### src/amd_defines.svh
`ifndef AMD_DEFINES_SVH
`define AMD_DEFINES_SVH

// ----------------------------------------
// Datapath widths
// ----------------------------------------
`define AMD_WORD_W 16
`define AMD_DIV_BITS 4'hF

// ----------------------------------------
// Divide timing and fixed destinations
// ----------------------------------------
`define AMD_DIV_CYCLES 5'h13
`define AMD_QUOT_REG 4'h0
`define AMD_REM_REG 4'h1

// ----------------------------------------
// Flag word bit positions and reset value
// ----------------------------------------
`define AMD_FLG_C 0
`define AMD_FLG_Z 1
`define AMD_FLG_OV 2
`define AMD_FLG_N 3
`define AMD_FLG_DC 8
`define AMD_FLAGS_RST 16'h0000

// ----------------------------------------
// Signed quotient limits and one-bit shift amount
// ----------------------------------------
`define AMD_SQ_POS_MAX 16'h7FFF
`define AMD_SQ_NEG_MAX 16'h8000
`define AMD_SHAMT_ONE 4'h1

`endif

### src/amd_pkg.sv
// ----------------------------------------
// Shared types
// ----------------------------------------
package amd_pkg;
    // Operations
    typedef enum logic [3:0] {
        OP_ADD, OP_SUB, OP_AND, OP_IOR, OP_XOR,
        OP_ASR1, OP_LSR1, OP_SL1,
        OP_ASRN, OP_LSRN, OP_SLN,
        OP_MUL, OP_DIV
    } amd_op_t;
    // Multiply sign modes
    typedef enum logic [2:0] {
        MUL_SS, MUL_UU, MUL_US, MUL_SLIT, MUL_ULIT, MUL_BYTE
    } amd_mul_t;
    // Shift directions
    typedef enum logic [1:0] {
        SH_LEFT, SH_LOGIC_R, SH_ARITH_R
    } amd_shdir_t;
    // Divider states
    typedef enum logic [2:0] {
        ST_IDLE, ST_SETUP, ST_ITER, ST_FIX, ST_WRITE
    } amd_dstate_t;
endpackage : amd_pkg

### src/amd_alu.sv
`include "amd_defines.svh"
`timescale 1ns/1ps
`default_nettype none
// Function
// RL1: 16-bit add, subtract, shift, logic unit
// RL2: Arithmetic is two's complement by default
// RL3: Each operation updates only its own flags
// RL4: Subtract carry flags mean no borrow
// RL5: Byte or word width per instruction
// RL6: Operands from registers or data memory
// RL7: Results to registers or data memory
// RL8: One 17x17 signed multiply array
// RL9: Signed, unsigned, mixed, literal, byte multiplies
// RL10: Signed and unsigned 32/16, 16/16 divide
// RL11: Quotient to register zero, remainder one
// RL12: Any divisor, even pair dividend
// RL13: One quotient bit per divisor bit
// RL14: Barrel shift up to fifteen bits
// RL15: Arithmetic right, logical right, left shifts
// RL16: Multi-bit shifts refuse memory operands
// RL17: Half carry from bit three or seven
// RL18: Overflow flags signed width overflow
// RL19: Carry flags carry out of msb
// RL20: Divide takes nineteen cycles, pausable
// RL21: Zero fill, arithmetic right copies sign
module amd_alu import amd_pkg::*; (
    // Clock and reset
    input wire logic sys_clk,
    input wire logic reset_n,
    // Operation request
    input wire logic op_valid,
    input wire amd_op_t op_code,
    input wire amd_mul_t mul_mode,
    input wire logic byte_mode,
    input wire logic [4:0] lit5,
    // Operand A
    input wire logic a_from_mem,
    input wire logic [15:0] a_reg,
    input wire logic [15:0] a_mem,
    // Operand B
    input wire logic b_from_mem,
    input wire logic [15:0] b_reg,
    input wire logic [15:0] b_mem,
    // Divide control
    input wire logic [15:0] div_hi,
    input wire logic div_long,
    input wire logic div_signed,
    input wire logic div_hold,
    // Destination select
    input wire logic dst_to_mem,
    input wire logic [3:0] dst_reg,
    // Low result write
    output logic wr_reg_we,
    output logic wr_mem_we,
    output logic wr_byte,
    output logic [3:0] wr_addr,
    output logic [15:0] wr_data,
    // High result write
    output logic hi_we,
    output logic [3:0] hi_addr,
    output logic [15:0] hi_data,
    // Status
    output logic busy,
    output logic op_refused,
    output logic div_done,
    output logic [15:0] alu_flags_word
);

    // ----------------------------------------
    // Helper functions
    // ----------------------------------------
    // Sign bit of the active width
    function automatic logic msb_of(input logic [15:0] v, input logic bm);
        return bm ? v[7] : v[15];
    endfunction : msb_of

    // Zero test of the active width
    function automatic logic zero_of(input logic [15:0] v, input logic bm);
        return bm ? (v[7:0] == 8'h00) : (v == 16'h0000);
    endfunction : zero_of

    // Flags touched per op: {dc, n, ov, z, c}
    function automatic logic [4:0] flag_mask(input amd_op_t op);
        case (op)
            OP_ADD, OP_SUB: return 5'h1F;
            OP_AND, OP_IOR, OP_XOR: return 5'h0A;
            OP_ASR1, OP_LSR1, OP_SL1: return 5'h0B;
            OP_ASRN, OP_LSRN, OP_SLN: return 5'h0A;
            default: return 5'h00;
        endcase
    endfunction : flag_mask

    // ----------------------------------------
    // Request decode
    // ----------------------------------------
    logic busy_reg; // Divide in progress
    logic [15:0] opa; // Selected operand A
    logic [15:0] opb; // Selected operand B
    logic is_sub; // Subtract
    logic is_multi; // Multi-bit shift
    logic is_single; // One-bit shift
    logic refuse_mem; // Multi shift with memory
    logic op_take; // Request accepted
    logic alu_take; // Accepted single-cycle op
    logic div_take; // Accepted divide

    assign opa = a_from_mem ? a_mem : a_reg; // RL6
    assign opb = b_from_mem ? b_mem : b_reg; // RL6
    assign is_sub = (op_code == OP_SUB);
    assign is_multi = (op_code == OP_ASRN) || (op_code == OP_LSRN) || (op_code == OP_SLN);
    assign is_single = (op_code == OP_ASR1) || (op_code == OP_LSR1) || (op_code == OP_SL1);
    assign refuse_mem = is_multi && (a_from_mem || dst_to_mem); // RL16
    // Busy only while dividing; the decoder must wait
    assign op_take = op_valid && !busy_reg && !refuse_mem;
    assign alu_take = op_take && (op_code != OP_DIV);
    assign div_take = op_take && (op_code == OP_DIV);

    // ----------------------------------------
    // Adder
    // ----------------------------------------
    logic [15:0] opb_x; // B, inverted for subtract
    logic [16:0] sum_w; // Word sum with carry
    logic [8:0] sum_lo; // Low byte sum
    logic [4:0] sum_nib; // Low nibble sum
    logic add_c; // Carry / not-borrow
    logic add_dc; // Half carry / not-borrow
    logic add_ov; // Signed overflow

    // Subtract is A + ~B + 1, so carry set means no borrow
    assign opb_x = is_sub ? ~opb : opb; // RL4
    assign sum_w = {1'b0, opa} + {1'b0, opb_x} + {16'h0000, is_sub}; // RL1 RL2
    assign sum_lo = {1'b0, opa[7:0]} + {1'b0, opb_x[7:0]} + {8'h00, is_sub};
    assign sum_nib = {1'b0, opa[3:0]} + {1'b0, opb_x[3:0]} + {4'h0, is_sub};
    assign add_c = byte_mode ? sum_lo[8] : sum_w[16]; // RL19 RL5
    assign add_dc = byte_mode ? sum_nib[4] : sum_lo[8]; // RL17
    assign add_ov = (msb_of(opa, byte_mode) == msb_of(opb_x, byte_mode)) &&
                    (msb_of(sum_w[15:0], byte_mode) != msb_of(opa, byte_mode)); // RL18

    // ----------------------------------------
    // Shifter
    // ----------------------------------------
    amd_shdir_t sh_dir; // Direction
    logic [3:0] sh_amt; // Distance
    logic [15:0] sh_res; // Shifted value
    logic sh_c; // Bit shifted out, single shifts

    assign sh_dir = (op_code == OP_SL1 || op_code == OP_SLN) ? SH_LEFT :
                    (op_code == OP_ASR1 || op_code == OP_ASRN) ? SH_ARITH_R : SH_LOGIC_R; // RL15
    assign sh_amt = is_single ? `AMD_SHAMT_ONE : lit5[3:0]; // RL14
    assign sh_c = (sh_dir == SH_LEFT) ? msb_of(opa, byte_mode) : opa[0];

    amd_shifter u_shifter (
        .sh_in(opa),
        .sh_amt(sh_amt),
        .sh_dir(sh_dir),
        .sh_byte(byte_mode),
        .sh_out(sh_res)
    );

    // ----------------------------------------
    // Multiplier
    // ----------------------------------------
    logic [16:0] mul_a; // Extended A
    logic [16:0] mul_b; // Extended B
    logic signed [33:0] mul_p; // Full product

    // Sign or zero extension to 17 bits lets one signed array serve all modes
    assign mul_a = (mul_mode == MUL_SS || mul_mode == MUL_SLIT) ? {opa[15], opa} :
                   (mul_mode == MUL_BYTE) ? {9'h000, opa[7:0]} : {1'b0, opa}; // RL9
    assign mul_b = (mul_mode == MUL_SS || mul_mode == MUL_US) ? {opb[15], opb} :
                   (mul_mode == MUL_SLIT || mul_mode == MUL_ULIT) ? {12'h000, lit5} :
                   (mul_mode == MUL_BYTE) ? {9'h000, opb[7:0]} : {1'b0, opb}; // RL9
    assign mul_p = $signed(mul_a) * $signed(mul_b); // RL8

    // ----------------------------------------
    // Result and flag selection
    // ----------------------------------------
    logic [15:0] res; // Low result
    logic [15:0] res_out; // Byte ops except multiply keep upper byte of A
    logic [4:0] fm; // Flags affected
    logic new_c; // Carry candidate
    logic [15:0] flags_next; // Next flag word

    assign res = (op_code == OP_ADD || is_sub) ? sum_w[15:0] :
                 (op_code == OP_AND) ? (opa & opb) :
                 (op_code == OP_IOR) ? (opa | opb) :
                 (op_code == OP_XOR) ? (opa ^ opb) :
                 (op_code == OP_MUL) ? mul_p[15:0] : sh_res; // RL1
    assign res_out = (byte_mode && op_code != OP_MUL) ? {opa[15:8], res[7:0]} : res; // RL5
    assign fm = flag_mask(op_code);
    assign new_c = is_single ? sh_c : add_c; // RL19

    // Untouched flags hold their value
    always_comb begin
        flags_next = alu_flags_word;
        if (fm[0]) begin
            flags_next[`AMD_FLG_C] = new_c; // RL3
        end
        if (fm[1]) begin
            flags_next[`AMD_FLG_Z] = zero_of(res, byte_mode); // RL3
        end
        if (fm[2]) begin
            flags_next[`AMD_FLG_OV] = add_ov; // RL3
        end
        if (fm[3]) begin
            flags_next[`AMD_FLG_N] = msb_of(res, byte_mode); // RL3
        end
        if (fm[4]) begin
            flags_next[`AMD_FLG_DC] = add_dc; // RL3
        end
    end

    // ----------------------------------------
    // Divider
    // ----------------------------------------
    amd_dstate_t dstate_reg; // Divider state
    logic [16:0] rem_reg; // Partial remainder
    logic [15:0] quo_reg; // Dividend low / quotient
    logic [15:0] dv_reg; // Divisor
    logic [3:0] cnt_reg; // Quotient bit count
    logic sgn_reg; // Signed divide
    logic qneg_reg; // Quotient negative
    logic rneg_reg; // Remainder negative
    logic ov_reg; // Divide overflow
    logic [31:0] dd_raw; // Dividend as captured
    logic [31:0] dd_mag; // Dividend magnitude
    logic [15:0] dv_mag; // Divisor magnitude
    logic [16:0] shifted; // Remainder with next bit
    logic [17:0] trial; // Trial subtract
    logic fits; // Trial did not borrow
    logic q_ovf; // Signed quotient too large
    logic step; // Divider advances

    assign dd_raw = {rem_reg[15:0], quo_reg};
    assign dd_mag = (sgn_reg && dd_raw[31]) ? 32'(-dd_raw) : dd_raw; // RL10
    assign dv_mag = (sgn_reg && dv_reg[15]) ? 16'(-dv_reg) : dv_reg; // RL10
    assign shifted = {rem_reg[15:0], quo_reg[15]};
    assign trial = {1'b0, shifted} - {2'b00, dv_reg};
    assign fits = !trial[17];
    assign q_ovf = sgn_reg && (qneg_reg ? (quo_reg > `AMD_SQ_NEG_MAX) : (quo_reg > `AMD_SQ_POS_MAX));
    // Hold pauses at a cycle boundary; the divide resumes where it stopped
    assign step = !div_hold; // RL20

    // Divider sequencing; sign fixing is done on magnitudes
    always_ff @(posedge sys_clk or negedge reset_n) begin
        if (!reset_n) begin
            dstate_reg <= ST_IDLE;
            rem_reg <= 17'h00000;
            quo_reg <= 16'h0000;
            dv_reg <= 16'h0000;
            cnt_reg <= 4'h0;
            sgn_reg <= 1'b0;
            qneg_reg <= 1'b0;
            rneg_reg <= 1'b0;
            ov_reg <= 1'b0;
        end else begin
            case (dstate_reg)
                ST_IDLE: begin
                    if (div_take) begin
                        // Long dividend comes from an even pair, high half odd
                        rem_reg <= {1'b0, div_long ? div_hi :
                                    {16{div_signed && opa[15]}}}; // RL12
                        quo_reg <= opa;
                        dv_reg <= opb; // RL12
                        sgn_reg <= div_signed;
                        dstate_reg <= ST_SETUP;
                    end
                end
                ST_SETUP: if (step) begin
                    rem_reg <= {1'b0, dd_mag[31:16]};
                    quo_reg <= dd_mag[15:0];
                    dv_reg <= dv_mag;
                    // High half not below divisor cannot fit; covers zero divisor
                    ov_reg <= (dd_mag[31:16] >= dv_mag);
                    qneg_reg <= sgn_reg && (dd_raw[31] ^ dv_reg[15]);
                    rneg_reg <= sgn_reg && dd_raw[31];
                    cnt_reg <= 4'h0;
                    dstate_reg <= ST_ITER;
                end
                ST_ITER: if (step) begin
                    rem_reg <= fits ? trial[16:0] : shifted;
                    quo_reg <= {quo_reg[14:0], fits}; // RL13
                    cnt_reg <= cnt_reg + 4'h1;
                    if (cnt_reg == `AMD_DIV_BITS) begin
                        dstate_reg <= ST_FIX;
                    end
                end
                ST_FIX: if (step) begin
                    quo_reg <= qneg_reg ? 16'(-quo_reg) : quo_reg;
                    rem_reg <= {1'b0, rneg_reg ? 16'(-rem_reg[15:0]) : rem_reg[15:0]};
                    ov_reg <= ov_reg || q_ovf;
                    dstate_reg <= ST_WRITE;
                end
                ST_WRITE: if (step) begin
                    dstate_reg <= ST_IDLE;
                end
                default: dstate_reg <= ST_IDLE;
            endcase
        end
    end

    // ----------------------------------------
    // Output registers
    // ----------------------------------------
    logic div_fin; // Divider writes this edge

    assign div_fin = (dstate_reg == ST_WRITE) && step;
    assign busy = busy_reg;

    // All outputs are flops; write strobes are one-cycle pulses
    always_ff @(posedge sys_clk or negedge reset_n) begin
        if (!reset_n) begin
            busy_reg <= 1'b0;
            op_refused <= 1'b0;
            div_done <= 1'b0;
            wr_reg_we <= 1'b0;
            wr_mem_we <= 1'b0;
            wr_byte <= 1'b0;
            wr_addr <= 4'h0;
            wr_data <= 16'h0000;
            hi_we <= 1'b0;
            hi_addr <= 4'h0;
            hi_data <= 16'h0000;
            alu_flags_word <= `AMD_FLAGS_RST;
        end else begin
            op_refused <= op_valid && (busy_reg || refuse_mem); // RL16
            div_done <= div_fin;
            wr_reg_we <= 1'b0;
            wr_mem_we <= 1'b0;
            hi_we <= 1'b0;
            if (div_take) begin
                busy_reg <= 1'b1;
            end
            if (div_fin) begin
                // Quotient and remainder always land in fixed registers
                busy_reg <= 1'b0;
                wr_reg_we <= 1'b1;
                wr_byte <= 1'b0;
                wr_addr <= `AMD_QUOT_REG; // RL11
                wr_data <= quo_reg;
                hi_we <= 1'b1;
                hi_addr <= `AMD_REM_REG; // RL11
                hi_data <= rem_reg[15:0];
                alu_flags_word[`AMD_FLG_OV] <= ov_reg;
                alu_flags_word[`AMD_FLG_N] <= quo_reg[15];
                alu_flags_word[`AMD_FLG_Z] <= (quo_reg == 16'h0000);
            end else if (alu_take) begin
                // Products always go to registers; byte products write only the even register
                wr_reg_we <= !dst_to_mem || (op_code == OP_MUL); // RL7
                wr_mem_we <= dst_to_mem && (op_code != OP_MUL); // RL7
                wr_byte <= byte_mode && (op_code != OP_MUL);
                wr_addr <= (op_code == OP_MUL) ? {dst_reg[3:1], 1'b0} : dst_reg;
                wr_data <= res_out;
                hi_we <= (op_code == OP_MUL) && (mul_mode != MUL_BYTE);
                hi_addr <= {dst_reg[3:1], 1'b1};
                hi_data <= mul_p[31:16];
                alu_flags_word <= flags_next; // RL3
            end
        end
    end

    // ----------------------------------------
    // Checks
    // ----------------------------------------
    logic [4:0] dcyc_reg; // Advancing cycles since divide start
    logic [16:0] chk_s17; // Sign-extended word sum
    logic signed [15:0] chk_asr; // Reference arithmetic shift

    assign chk_s17 = {opa[15], opa} + {opb[15], opb};
    assign chk_asr = $signed(opa) >>> lit5[3:0];

    // Counts only edges on which the divider moves
    always_ff @(posedge sys_clk or negedge reset_n) begin
        if (!reset_n) begin
            dcyc_reg <= 5'h00;
        end else if (div_take) begin
            dcyc_reg <= 5'h00;
        end else if (busy_reg && step) begin
            dcyc_reg <= dcyc_reg + 5'h01;
        end
    end
endmodule : amd_alu
`default_nettype wire

### src/amd_shifter.sv
`timescale 1ns/1ps
`default_nettype none
// Single-cycle barrel shifter, four log stages
module amd_shifter import amd_pkg::*; (
    // Operand and control
    input wire logic [15:0] sh_in,
    input wire logic [3:0] sh_amt,
    input wire amd_shdir_t sh_dir,
    input wire logic sh_byte,
    // Result
    output logic [15:0] sh_out
);
    // ----------------------------------------
    // Preparation
    // ----------------------------------------
    logic fill; // Vacated-bit value
    logic right_byte; // Byte right shift uses top lane
    logic [15:0] stg [5]; // Stage outputs

    assign fill = (sh_dir == SH_ARITH_R) && (sh_byte ? sh_in[7] : sh_in[15]); // RL21
    assign right_byte = sh_byte && (sh_dir != SH_LEFT);
    // Byte sits high so the fill enters at bit 7
    assign stg[0] = right_byte ? {sh_in[7:0], 8'h00} : sh_in;

    // ----------------------------------------
    // Shift stages
    // ----------------------------------------
    genvar i;
    generate
        for (i = 0; i < 4; i = i + 1) begin : g_stage
            localparam int unsigned K = 1 << i;
            logic [31:0] ext; // Right shift with fill
            assign ext = {{16{fill}}, stg[i]} >> K;
            assign stg[i+1] = !sh_amt[i] ? stg[i] :
                              (sh_dir == SH_LEFT ? stg[i] << K : ext[15:0]); // RL14
        end
    endgenerate

    assign sh_out = right_byte ? {8'h00, stg[4][15:8]} : stg[4];
endmodule : amd_shifter
`default_nettype wire

### config.mk
export PLATFORM = sky130hd
export DESIGN_NAME = amd_alu
export DESIGN_NICKNAME = d
export VERILOG_FILES = /design/src/amd_pkg.sv /design/src/amd_alu.sv /design/src/amd_shifter.sv
export VERILOG_INCLUDE_DIRS = /design/src
export SDC_FILE = /design/constraint.sdc
export NUM_CORES = 1
export LEC_CHECK = 0
export BUFFER_PORTS_ARGS = -buffer_cell sky130_fd_sc_hd__buf_2
export CAP_MARGIN = 40
export CELL_PAD_IN_SITES_DETAIL_PLACEMENT = 1
export CELL_PAD_IN_SITES_GLOBAL_PLACEMENT = 1
export CORE_ASPECT_RATIO = 0.7
export CORE_UTILIZATION = 48
export DETAILED_ROUTE_END_ITERATION = 8
export PLACE_DENSITY_LB_ADDON = 0.1
export SETUP_SLACK_MARGIN = 0.2
export SLEW_MARGIN = 10
export SYNTH_ARGS = -nofsm -noshare
export SYNTH_HDL_FRONTEND = slang
export SYNTH_SLANG_ARGS = --single-unit
### constraint.sdc
create_clock -name sys_clk -period 5.5 [get_ports sys_clk]
set_input_delay 0.275 -clock sys_clk [delete_from_list [all_inputs] [get_ports sys_clk]]
set_output_delay 0.275 -clock sys_clk [all_outputs]
set_load 0.01 [all_outputs]
==> results of run 1 <==
[metrics by stage]
stage,worst slack (ns),hold WS (ns),setup TNS (ns),area [sq um],instances
floorplan,-0.989,-0.0206,-13.82,23800,2962
detailed placement,-2.01,0.426,-43.60,27500,3994
global placement,-1.61,0.420,-36.56,27500,3990
CTS,-1.20,0.00986,-19.94,29000,4058
[Yosys cell counts (8+ instances only)]
cell / n
xor2_1: 29
a31oi_1: 36
mux2_2: 17
a22oi_1: 8
mux2i_1: 23
o211ai_1: 31
o22ai_1: 18
nor4_1: 16
a21o_1: 26
a211oi_1: 50
inv_2: 9
and3_1: 15
fa_1: 284
o21ai_0: 181
inv_1: 392
a221oi_1: 21
o221ai_1: 9
o21a_1: 9
nor2_1: 346
nand2_1: 333
or3_1: 19
dfrtp_1: 108
xnor2_1: 91
nand4_1: 9
clkbuf_1: 122
a21oi_1: 197
and2_1: 10
ha_1: 165
buf_2: 21
nand3_1: 32
nor2b_1: 21
buf_1: 11
o21ai_1: 16
nand2b_1: 21
nor3_1: 58
o31ai_1: 9
mux2i_4: 11
buf_4: 17
[repair_timing]
| item | in CTS |
|---|---|
| gates cloned | 2 |
| setup buffers | 46 |
| endpoints found under the hold margin | 0 |
| hold buffers | 0 |
| resized for setup | 186 |
| pin swaps | 69 |
| endpoints found under the setup margin | 29 |
[metal layers]
metal / GRT overflow / global-route usage
met1: 7 / 0.761
met2: 68 / 0.904
met3: 2 / 0.631
met4: 45 / 0.679
met5: 0 / 0.360
[cell families after synthesis]
group                      after synthesis  share of synthesized area
and+or+nand+nor                        930                      0.178
AOI/OAI and AO/OA                      703                      0.193
buffers and inverters                  581                     0.0998
adders and majority gates              449                      0.333
xor gates and xnor gates               120                     0.0452
DFF                                    108                      0.116
muxes                                   60                     0.0349
other                                    1                   0.000161
==> results.md, run 1 <==
- Gr usage total: 0.750
- H-tree Lvls: 3
- DIE WIDTH: 265 um
- Synth Flop Type: dfrtp_1
- PortBufs: 157
- Top post-synthesis cells by area: fa_1, dfrtp_1, ha_1, inv_1, nor2_1
- Row cnt: 67
- Io pins: 169
- GRT overflow: 122
- Gpl congestion: 1.16
- Failed at: global routing
- Yosys warnings: 0
- Flip-flop and latch count after synthesis: 108
- Clock tree buffer depth: 2
- Avg Cell Area, Syn: 7.88 sq um
- CTS sink cnt: 108
- Register area share after synthesis: 0.116
- Top-area cell type share of the netlist area: 0.244
- Die height: 186 um
- Dpl hpwl: 102 mm
- Largest area contributor in the netlist: fa_1
- Worst EP kind: register input
- Worst setup endpoint GRT: hi_data[15]$_DFFE_PN0P_/D
- Status: aborted with a tool error
- Mapped Area: 0.0233 sq mm
- Initial Utilization: 0.486
- CTS root buffer: clkbuf_16
- Synth async-reset ratio: 1.00
- CTS buffer count: 9
- Pin count of the biggest net entering global routing: 62
- Post-synth EDFFs: 0
- Post-Synthesis Cells: 2952
- First error: [ERROR GRT-0232] Routing congestion too high. Check the congestion heatmap in the GUI.
- Post-synthesis cell type count: 103
==> run 2: changes to the inputs <==
--- a/config.mk
+++ b/config.mk
@@ -8,13 +8,9 @@
 export LEC_CHECK = 0
 export BUFFER_PORTS_ARGS = -buffer_cell sky130_fd_sc_hd__buf_2
 export CAP_MARGIN = 40
-export CELL_PAD_IN_SITES_DETAIL_PLACEMENT = 1
-export CELL_PAD_IN_SITES_GLOBAL_PLACEMENT = 1
-export CORE_ASPECT_RATIO = 0.7
-export CORE_UTILIZATION = 48
+export CORE_UTILIZATION = 40
 export DETAILED_ROUTE_END_ITERATION = 8
-export PLACE_DENSITY_LB_ADDON = 0.1
-export SETUP_SLACK_MARGIN = 0.2
+export PLACE_DENSITY_LB_ADDON = 0.15
 export SLEW_MARGIN = 10
 export SYNTH_ARGS = -nofsm -noshare
 export SYNTH_HDL_FRONTEND = slang
==> run 2 against run 1 <==
The flow now finishes, with violations (negative setup slack). Synthesized area did not move. Synthesized cell count unchanged.
==> results.md, run 2 <==
- CTS buffer count: 9 (unchanged)
- Avg Cell Area, Syn: 7.88 sq um (unchanged)
- Post-Synthesis Cells: 2952 (unchanged)
- First drt pass iteration count: 6
- Status: finished with violations
- Detailed Route WL: 104 mm
- Power Dens Cells: 794 mW/mm^2
- Data required, critical path: 5.81 ns
- Vias in the first global route: 24411
- Fmax: 155 MHz
- RR Startpoint: quo_reg[4]$_DFFE_PN0P_
- Initial DRC count: 2196
- Most frequent cells in the layout: buf_4, inv_1, nand2_1, nor2_1, fa_1
- Register area share after synthesis: 0.116 (unchanged)
- First-pass GRT wire length: 156 mm
- GRT met1 Usage: 0.460
- Gr usage total: 0.353
- Die height: 243 um (+31%)
- Initial antenna violation count: 2
- Dpl hpwl: 84.0 mm (-18%)
- Clock Latency Late Sink: 0.38 ns
- Largest area contributor in the netlist: fa_1
- TNS Setup: -17.68 ns
- Via/cell ratio: 5.78
- Most common cell after layout, fill and taps aside: buf_4
- Mapped Area: 0.0233 sq mm (unchanged)
- Final setup violation count: 28
- GR Util met3: 0.0504
- Pre-CTS setup slack: -1.66 ns (+0.356 ns)
- Startpoint Class: input port
- H-tree Lvls: 3 (unchanged)
- Final Hold Fails: 0
- Total number of vias: 24071
- Top post-synthesis cells by area: fa_1, dfrtp_1, ha_1, inv_1, nor2_1
- Synth Flop Type: dfrtp_1
- Layout Utilization: 0.516
- Pin count of the biggest net entering global routing: 48
- Hold path depth: 3
- Max cap viols: 0
- Yosys warnings: 0 (unchanged)
- Setup CP Type: in2reg
- Area growth, synth to finish: 27.7%
- Slew Limit Fails: 0
- PortBufs: 157 (unchanged)
- Cell mode on critical path: fa_1
- Leading cell type by number of instances after synthesis: inv_1
- Row cnt: 88 (+31%)
- Overall Power: 23600 uW
- Top-area cell type share of the netlist area: 0.244 (unchanged)
- Final ANT Viol Nets: 0
- Clock tree buffer depth: 2 (unchanged)
- Worst-path clk slew: 0.09 ns
- CTS sink cnt: 108 (unchanged)
- Share of layout cells above drive strength 1: 0.271
- DIE WIDTH: 243 um (-8.3%)
- CTS root buffer: clkbuf_16
- GRT overflow: 0
- Final min period: 6.46 ns
- Avg WL per Cell: 25.0 um
- Register-to-Register Setup Slack: 0.89 ns
- Slowest stage cell on the critical path: fa_1
- Tightest Pin Transition: 1.04 ns
- Worst Path Max Fanout: 8
- Hold endpoint: wr_addr[1]$_DFFE_PN0P_
- Final period utilization: 1.18
- Post-synthesis cell type count: 103 (unchanged)
- RSZ-0062 raised after global routing: true
- Final Skew: 0.0226 ns
- Worst Hold Launch: dst_reg[1]
- CTS tree: done
- Placed Cells: 4083 (+2.2%)
- DRC viols: 0
- Die area: 0.0591 sq mm
- Crit path DAT: 6.78 ns
- Initial Utilization: 0.404 (-0.0820)
- Top cells by count, synth: inv_1, nor2_1, nand2_1, fa_1, a21oi_1
- Final std cells w/o fill: 4165
- Max incr delay on CP: 0.55 ns
- Slack of the critical path: -0.963 ns
- Failing checks: negative setup slack
- Pleak: 0.0139 uW
- Synth async-reset ratio: 1.00 (unchanged)
- Hold Crit Class: in2reg
- CP Capture Type: flip-flop
- Final net count: 3949
- Reg-to-reg endpoint: ov_reg$_DFFE_PN0P_
- Most used routing layer: met2
- Worst slew margin: 0.302
- Io pins: 169 (unchanged)
- Flip-flop and latch count after synthesis: 108 (unchanged)
- Met2 Usage GRT: 0.563
- Core ar.: 0.0576 sq mm
- Worst R2R Path Depth: 18
- Gpl congestion: 1.02 (-12%)
- VDD IR max: 1.04 mV
- Post-synth EDFFs: 0 (unchanged)
## run 2: cell counts after synthesis
No cell type changed its count.
## run 2: how the worst max path moves through the flow
stage / startpoint / to / slack [ns] / depth (start not counted)
global route: mul_mode[1] / hi_data[12]$_DFFE_PN0P_ / -1.17 / 32
global placement: mul_mode[1] / alu_flags_word[1]$_DFFE_PN0P_ / -1.52 / 31
finish: mul_mode[1] / hi_data[12]$_DFFE_PN0P_ / -0.96 / 32
CTS: mul_mode[1] / hi_data[15]$_DFFE_PN0P_ / -0.88 / 33
floorplan: b_from_mem / hi_data[13]$_DFFE_PN0P_ / -0.99 / 31
detailed placement: b_from_mem / hi_data[15]$_DFFE_PN0P_ / -1.66 / 30
## run 2: power breakdown
part / switching [uW] / leakage [uW] / internal [uW]
logic: 11000 / 0.0124 / 10100
registers: 603 / 0.00132 / 1160
clock network: 397 / 0.000152 / 332
## run 2: metal layers
| metal | wire length, um | up-vias | part of all wire |
|---|---|---|---|
| met5 | 0 | - | 0 |
| met4 | 6890 | 0 | 0.066 |
| met3 | 7740 | 258 | 0.074 |
| met2 | 47300 | 1103 | 0.45 |
| met1 | 42200 | 11976 | 0.41 |
| li1 | - | 10734 | - |
## run 2: critical path, delay by kind of cell
family	cells	cell delay [ns]
adder cells (fa/ha/maj)	7	3.27
AO/OA/AOI/OAI	9	1.58
buffers and inverters	10	1.01
AND/OR/NAND/NOR	5	0.50
XOR/XNOR	1	0.15
## run 2: layout make-up
class | instances | area (sq um)
repair buffers | 598 | 4610
inverters | 404 | 1550
clock buffers | 9 | 225
flip-flops and latches | 108 | 2700
well taps | 765 | 957
multi-input cells | 2273 | 19600
fillers | 5565 | 27900
diodes | 1 | 2.50
clock inverters | 7 | 91.3
## run 2: cells by family after synthesis
family | synth area share
AO/OA/AOI/OAI | 0.193
flip-flops | 0.116
buffers and inverters | 0.0998
XOR/XNOR | 0.0452
AND/OR/NAND/NOR | 0.178
adder cells (fa/ha/maj) | 0.333
multiplexers | 0.0349
other | 0.000161
## run 2: repair_timing
| item | in CTS | in global routing |
|---|---|---|
| pin swaps | 117 | 80 |
| resized for setup | 200 | 114 |
| gates cloned | 1 | 0 |
| hold buffers | 1 | 0 |
| endpoints found under the hold margin | 46 | 0 |
| endpoints found under the setup margin | 29 | 29 |
| buffers inserted | 45 | 23 |
## run 2: through the flow
stage	instance area [sq um]	hold slack (ns)
finish	29700	0.120
global route	29700	0.127
CTS	29000	0.114
detailed placement	27600	0.351
global placement	27500	0.344
floorplan	23800	-0.0206
Note: power is estimated with default switching activity, not from simulation.
==> run 3: changes to the inputs <==
--- a/config.mk
+++ b/config.mk
@@ -8,7 +8,9 @@
 export LEC_CHECK = 0
 export BUFFER_PORTS_ARGS = -buffer_cell sky130_fd_sc_hd__buf_2
 export CAP_MARGIN = 40
+export CORE_ASPECT_RATIO = 1.5
 export CORE_UTILIZATION = 40
+export CTS_BUF_LIST = sky130_fd_sc_hd__clkbuf_8
 export DETAILED_ROUTE_END_ITERATION = 8
 export PLACE_DENSITY_LB_ADDON = 0.15
 export SLEW_MARGIN = 10
==> run 3 against run 2 <==
The flow still finishes with violations (negative setup slack). First-iteration DRC count decreased by 11%. Clock skew down 0.010 ns. Combinational power up 9%. Count of clock-buffer cells in the layout is 1 higher. Cell count down 0.22%. Critical path depth is 4 lower. Sequential power hardly changed. Total power increased by 7.5%. Register-to-register slack better by 0.07 ns. Design area shrank 0.38%. Critical endpoint unchanged. Largest cell class unchanged.
==> results.md, run 3 (same netlist as run 2, synthesis figures left out) <==
- Status: finished with violations
- Failing checks: negative setup slack
- P_sw: 13100 uW (+9.5%)
- Worst slew margin: 0.361 (+0.0589)
- Cell mode on critical path: fa_1
- Initial antenna violation count: 10 (+8)
- Final Hold Fails: 0 (unchanged)
- Final net count: 3938 (-0.28%)
- VDD IR max: 1.84 mV (+78%)
- Worst hold slack: 0.0974 ns (-0.0229 ns)
- Pin count of the biggest net entering global routing: 46 (-4.2%)
- Int Pwr: 12200 uW (+5.4%)
- Clock tree buffer depth: 2 (unchanged)
- Flop pwr share: 0.068 (-0.007)
- Max incr delay on CP: 0.57 ns (+0.02 ns)
- Slew Limit Fails: 0 (unchanged)
- Setup CP Type: in2reg
- Tightest Pin Transition: 0.955 ns (-0.0823 ns)
- CP Capture Type: flip-flop
- Clock Latency Late Sink: 0.41 ns (+0.03 ns)
- Dpl hpwl: 91.0 mm (+8.2%)
- Final Skew: 0.0124 ns (-0.0102 ns)
- Core ar.: 0.0572 sq mm (-0.73%)
- Overall Power: 25300 uW (+7.5%)
- H-tree Lvls: 3 (unchanged)
- RSZ-0062 raised after global routing: true
- Multi-input gate area: 0.0197 sq mm (+0.43%)
- Total number of vias: 24174 (+0.43%)
- DRC viols: 0 (unchanged)
- Final ANT Viol Nets: 0 (unchanged)
- Filler cells: 5593 (+0.50%)
- Vias in the first global route: 25184 (+3.2%)
- DIE WIDTH: 199 um (-18%)
- Via/cell ratio: 5.82 (+0.65%)
- Post-DP Area: 0.0278 sq mm (+0.82%)
- CTS buffer count: 9 (unchanged)
- Hold Crit Class: in2reg
- Max cap viols: 0 (unchanged)
- Gr usage total: 0.380 (+0.0265)
- Detailed Route WL: 111 mm (+6.5%)
- Fmax: 156 MHz (+0.58%)
- Pre-CTS setup slack: -1.89 ns (-0.232 ns)
- Slack of the critical path: -0.926 ns (+0.0373 ns)
- Net Sw Frac: 0.519 (+0.00948)
- Area growth, synth to finish: 27.2%
- Comb pwr share: 0.912 (+0.018)
- First drt pass iteration count: 6 (unchanged)
- Startpoint Class: input port
- CTS sink cnt: 108 (unchanged)
- Data required, critical path: 5.84 ns (+0.03 ns)
- Avg WL per Cell: 26.7 um (+6.7%)
- Crit path DAT: 6.77 ns (about the same)
- PortBufs: 157 (unchanged)
- Power Dens Cells: 857 mW/mm^2 (+7.9%)
- Die height: 297 um (+22%)
- Gpl congestion: 1.03 (+1.1%)
- Worst-path clk slew: 0.11 ns (+0.02 ns)
- Share of layout cells above drive strength 1: 0.266 (-0.00473)
- Final setup violation count: 25 (-11%)
- Final min period: 6.43 ns (-0.0373 ns)
- Initial DRC count: 1953 (-11%)
- Storage cell area: 0.00270 sq mm (unchanged)
- Clock Power Share: 0.020 (-0.011)
- Initial Utilization: 0.407 (+0.00296)
- Io pins: 169 (unchanged)
- Most common cell after layout, fill and taps aside: inv_1
- Worst Path Max Fanout: 9 (+1)
- Die area: 0.0591 sq mm (about the same)
- Layout Utilization: 0.517 (+0.00179)
- Pleak: 0.0138 uW (-0.51%)
- Row cnt: 107 (+22%)
- First-pass GRT wire length: 163 mm (+4.3%)
- Design area: 0.0296 sq mm (-0.38%)
- Final period utilization: 1.17 (-0.00677)
- CTS root buffer: clkbuf_8
- GRT overflow: 0 (unchanged)
- Slowest stage cell on the critical path: fa_1
- Most frequent cells in the layout: inv_1, buf_4, nand2_1, nor2_1, fa_1
- CTS tree: done
-- run 3: cell types whose count changed in the layout (fill, tap and decap cells not counted), sizes merged --
cell,delta
buf,-12
diode,+4
inv,+2
clkdlybuf4s15,+1
clkbuf,+1
clkinv,-3
-- run 3: power groups by stage --
stage	sequential [uW]	clock [uW]	combinational, uW
3_5_place_dp	1720	0	17800
3_3_place_gp	1730	0	17400
4_1_cts	1710	506	20800
2_1_floorplan	1460	0	10700
6_report	1730	496	23100
5_1_grt	1770	528	24800
-- run 3: worst max-delay path, delay by kind of cell --
kind | cells | cell delay, ns
adder cells (fa/ha/maj) | 7 | 3.38
AO/OA/AOI/OAI | 8 | 1.48
buffers and inverters | 9 | 1.08
AND/OR/NAND/NOR | 2 | 0.20
multiplexers | 1 | 0.19
XOR/XNOR | 1 | 0.17
-- run 3: path summary, 6_finish.rpt --
kind,start,end,slack (ns),cells after the start
max,a_from_mem,hi_data[12]$_DFFE_PN0P_,-0.93,28
min,dst_reg[2],wr_addr[2]$_DFFE_PN0P_,0.1,3
min reg2reg,dv_reg[3]$_DFFE_PN0P_,dv_reg[3]$_DFFE_PN0P_,0.50,2
min in group asynchronous,reset_n,rem_reg[5]$_DFFE_PN0P_,0.30,2
max reg2reg,quo_reg[4]$_DFFE_PN0P_,ov_reg$_DFFE_PN0P_,0.96,18
max in group asynchronous,reset_n,wr_data[5]$_DFFE_PN0P_,3.98,4
-- run 3: area by class of cell --
type | instances | area share
Antenna cell | 5 | 0.000423
Clock buffer | 10 | 0.00465
Clock inverter | 6 | 0.00148
Inverter | 404 | 0.0519
Multi-Input combinational cell | 2273 | 0.664
Sequential cell | 108 | 0.0914
Tap cell | 763 | 0.0323
Timing Repair Buffer | 587 | 0.154
-- run 3: repair_timing --
action,4_1_cts,5_1_grt
setup endpoints to repair,29,29
setup buffers,27,17
gates cloned,1,0
endpoints found under the hold margin,20,0
resized for setup,172,129
pin swaps,93,98
hold buffers,1,0
-- run 3: layer usage --
layer | global-route usage | vias up | part of all wire
li1 | - | 10698 | -
met1 | 0.426 | 11909 | 0.35
met2 | 0.619 | 1140 | 0.47
met3 | 0.0675 | 417 | 0.068
met4 | 0.325 | 10 | 0.11
met5 | 0 | - | 0.00060
-- run 3: stage by stage --
stage / TNS (ns) / std cells
2_1_floorplan: -13.82 / 2962
4_1_cts: -18.10 / 4138
3_5_place_dp: -42.23 / 4097
3_3_place_gp: -40.74 / 4087
6_report: -17.63 / 4156
5_1_grt: -23.27 / 4154
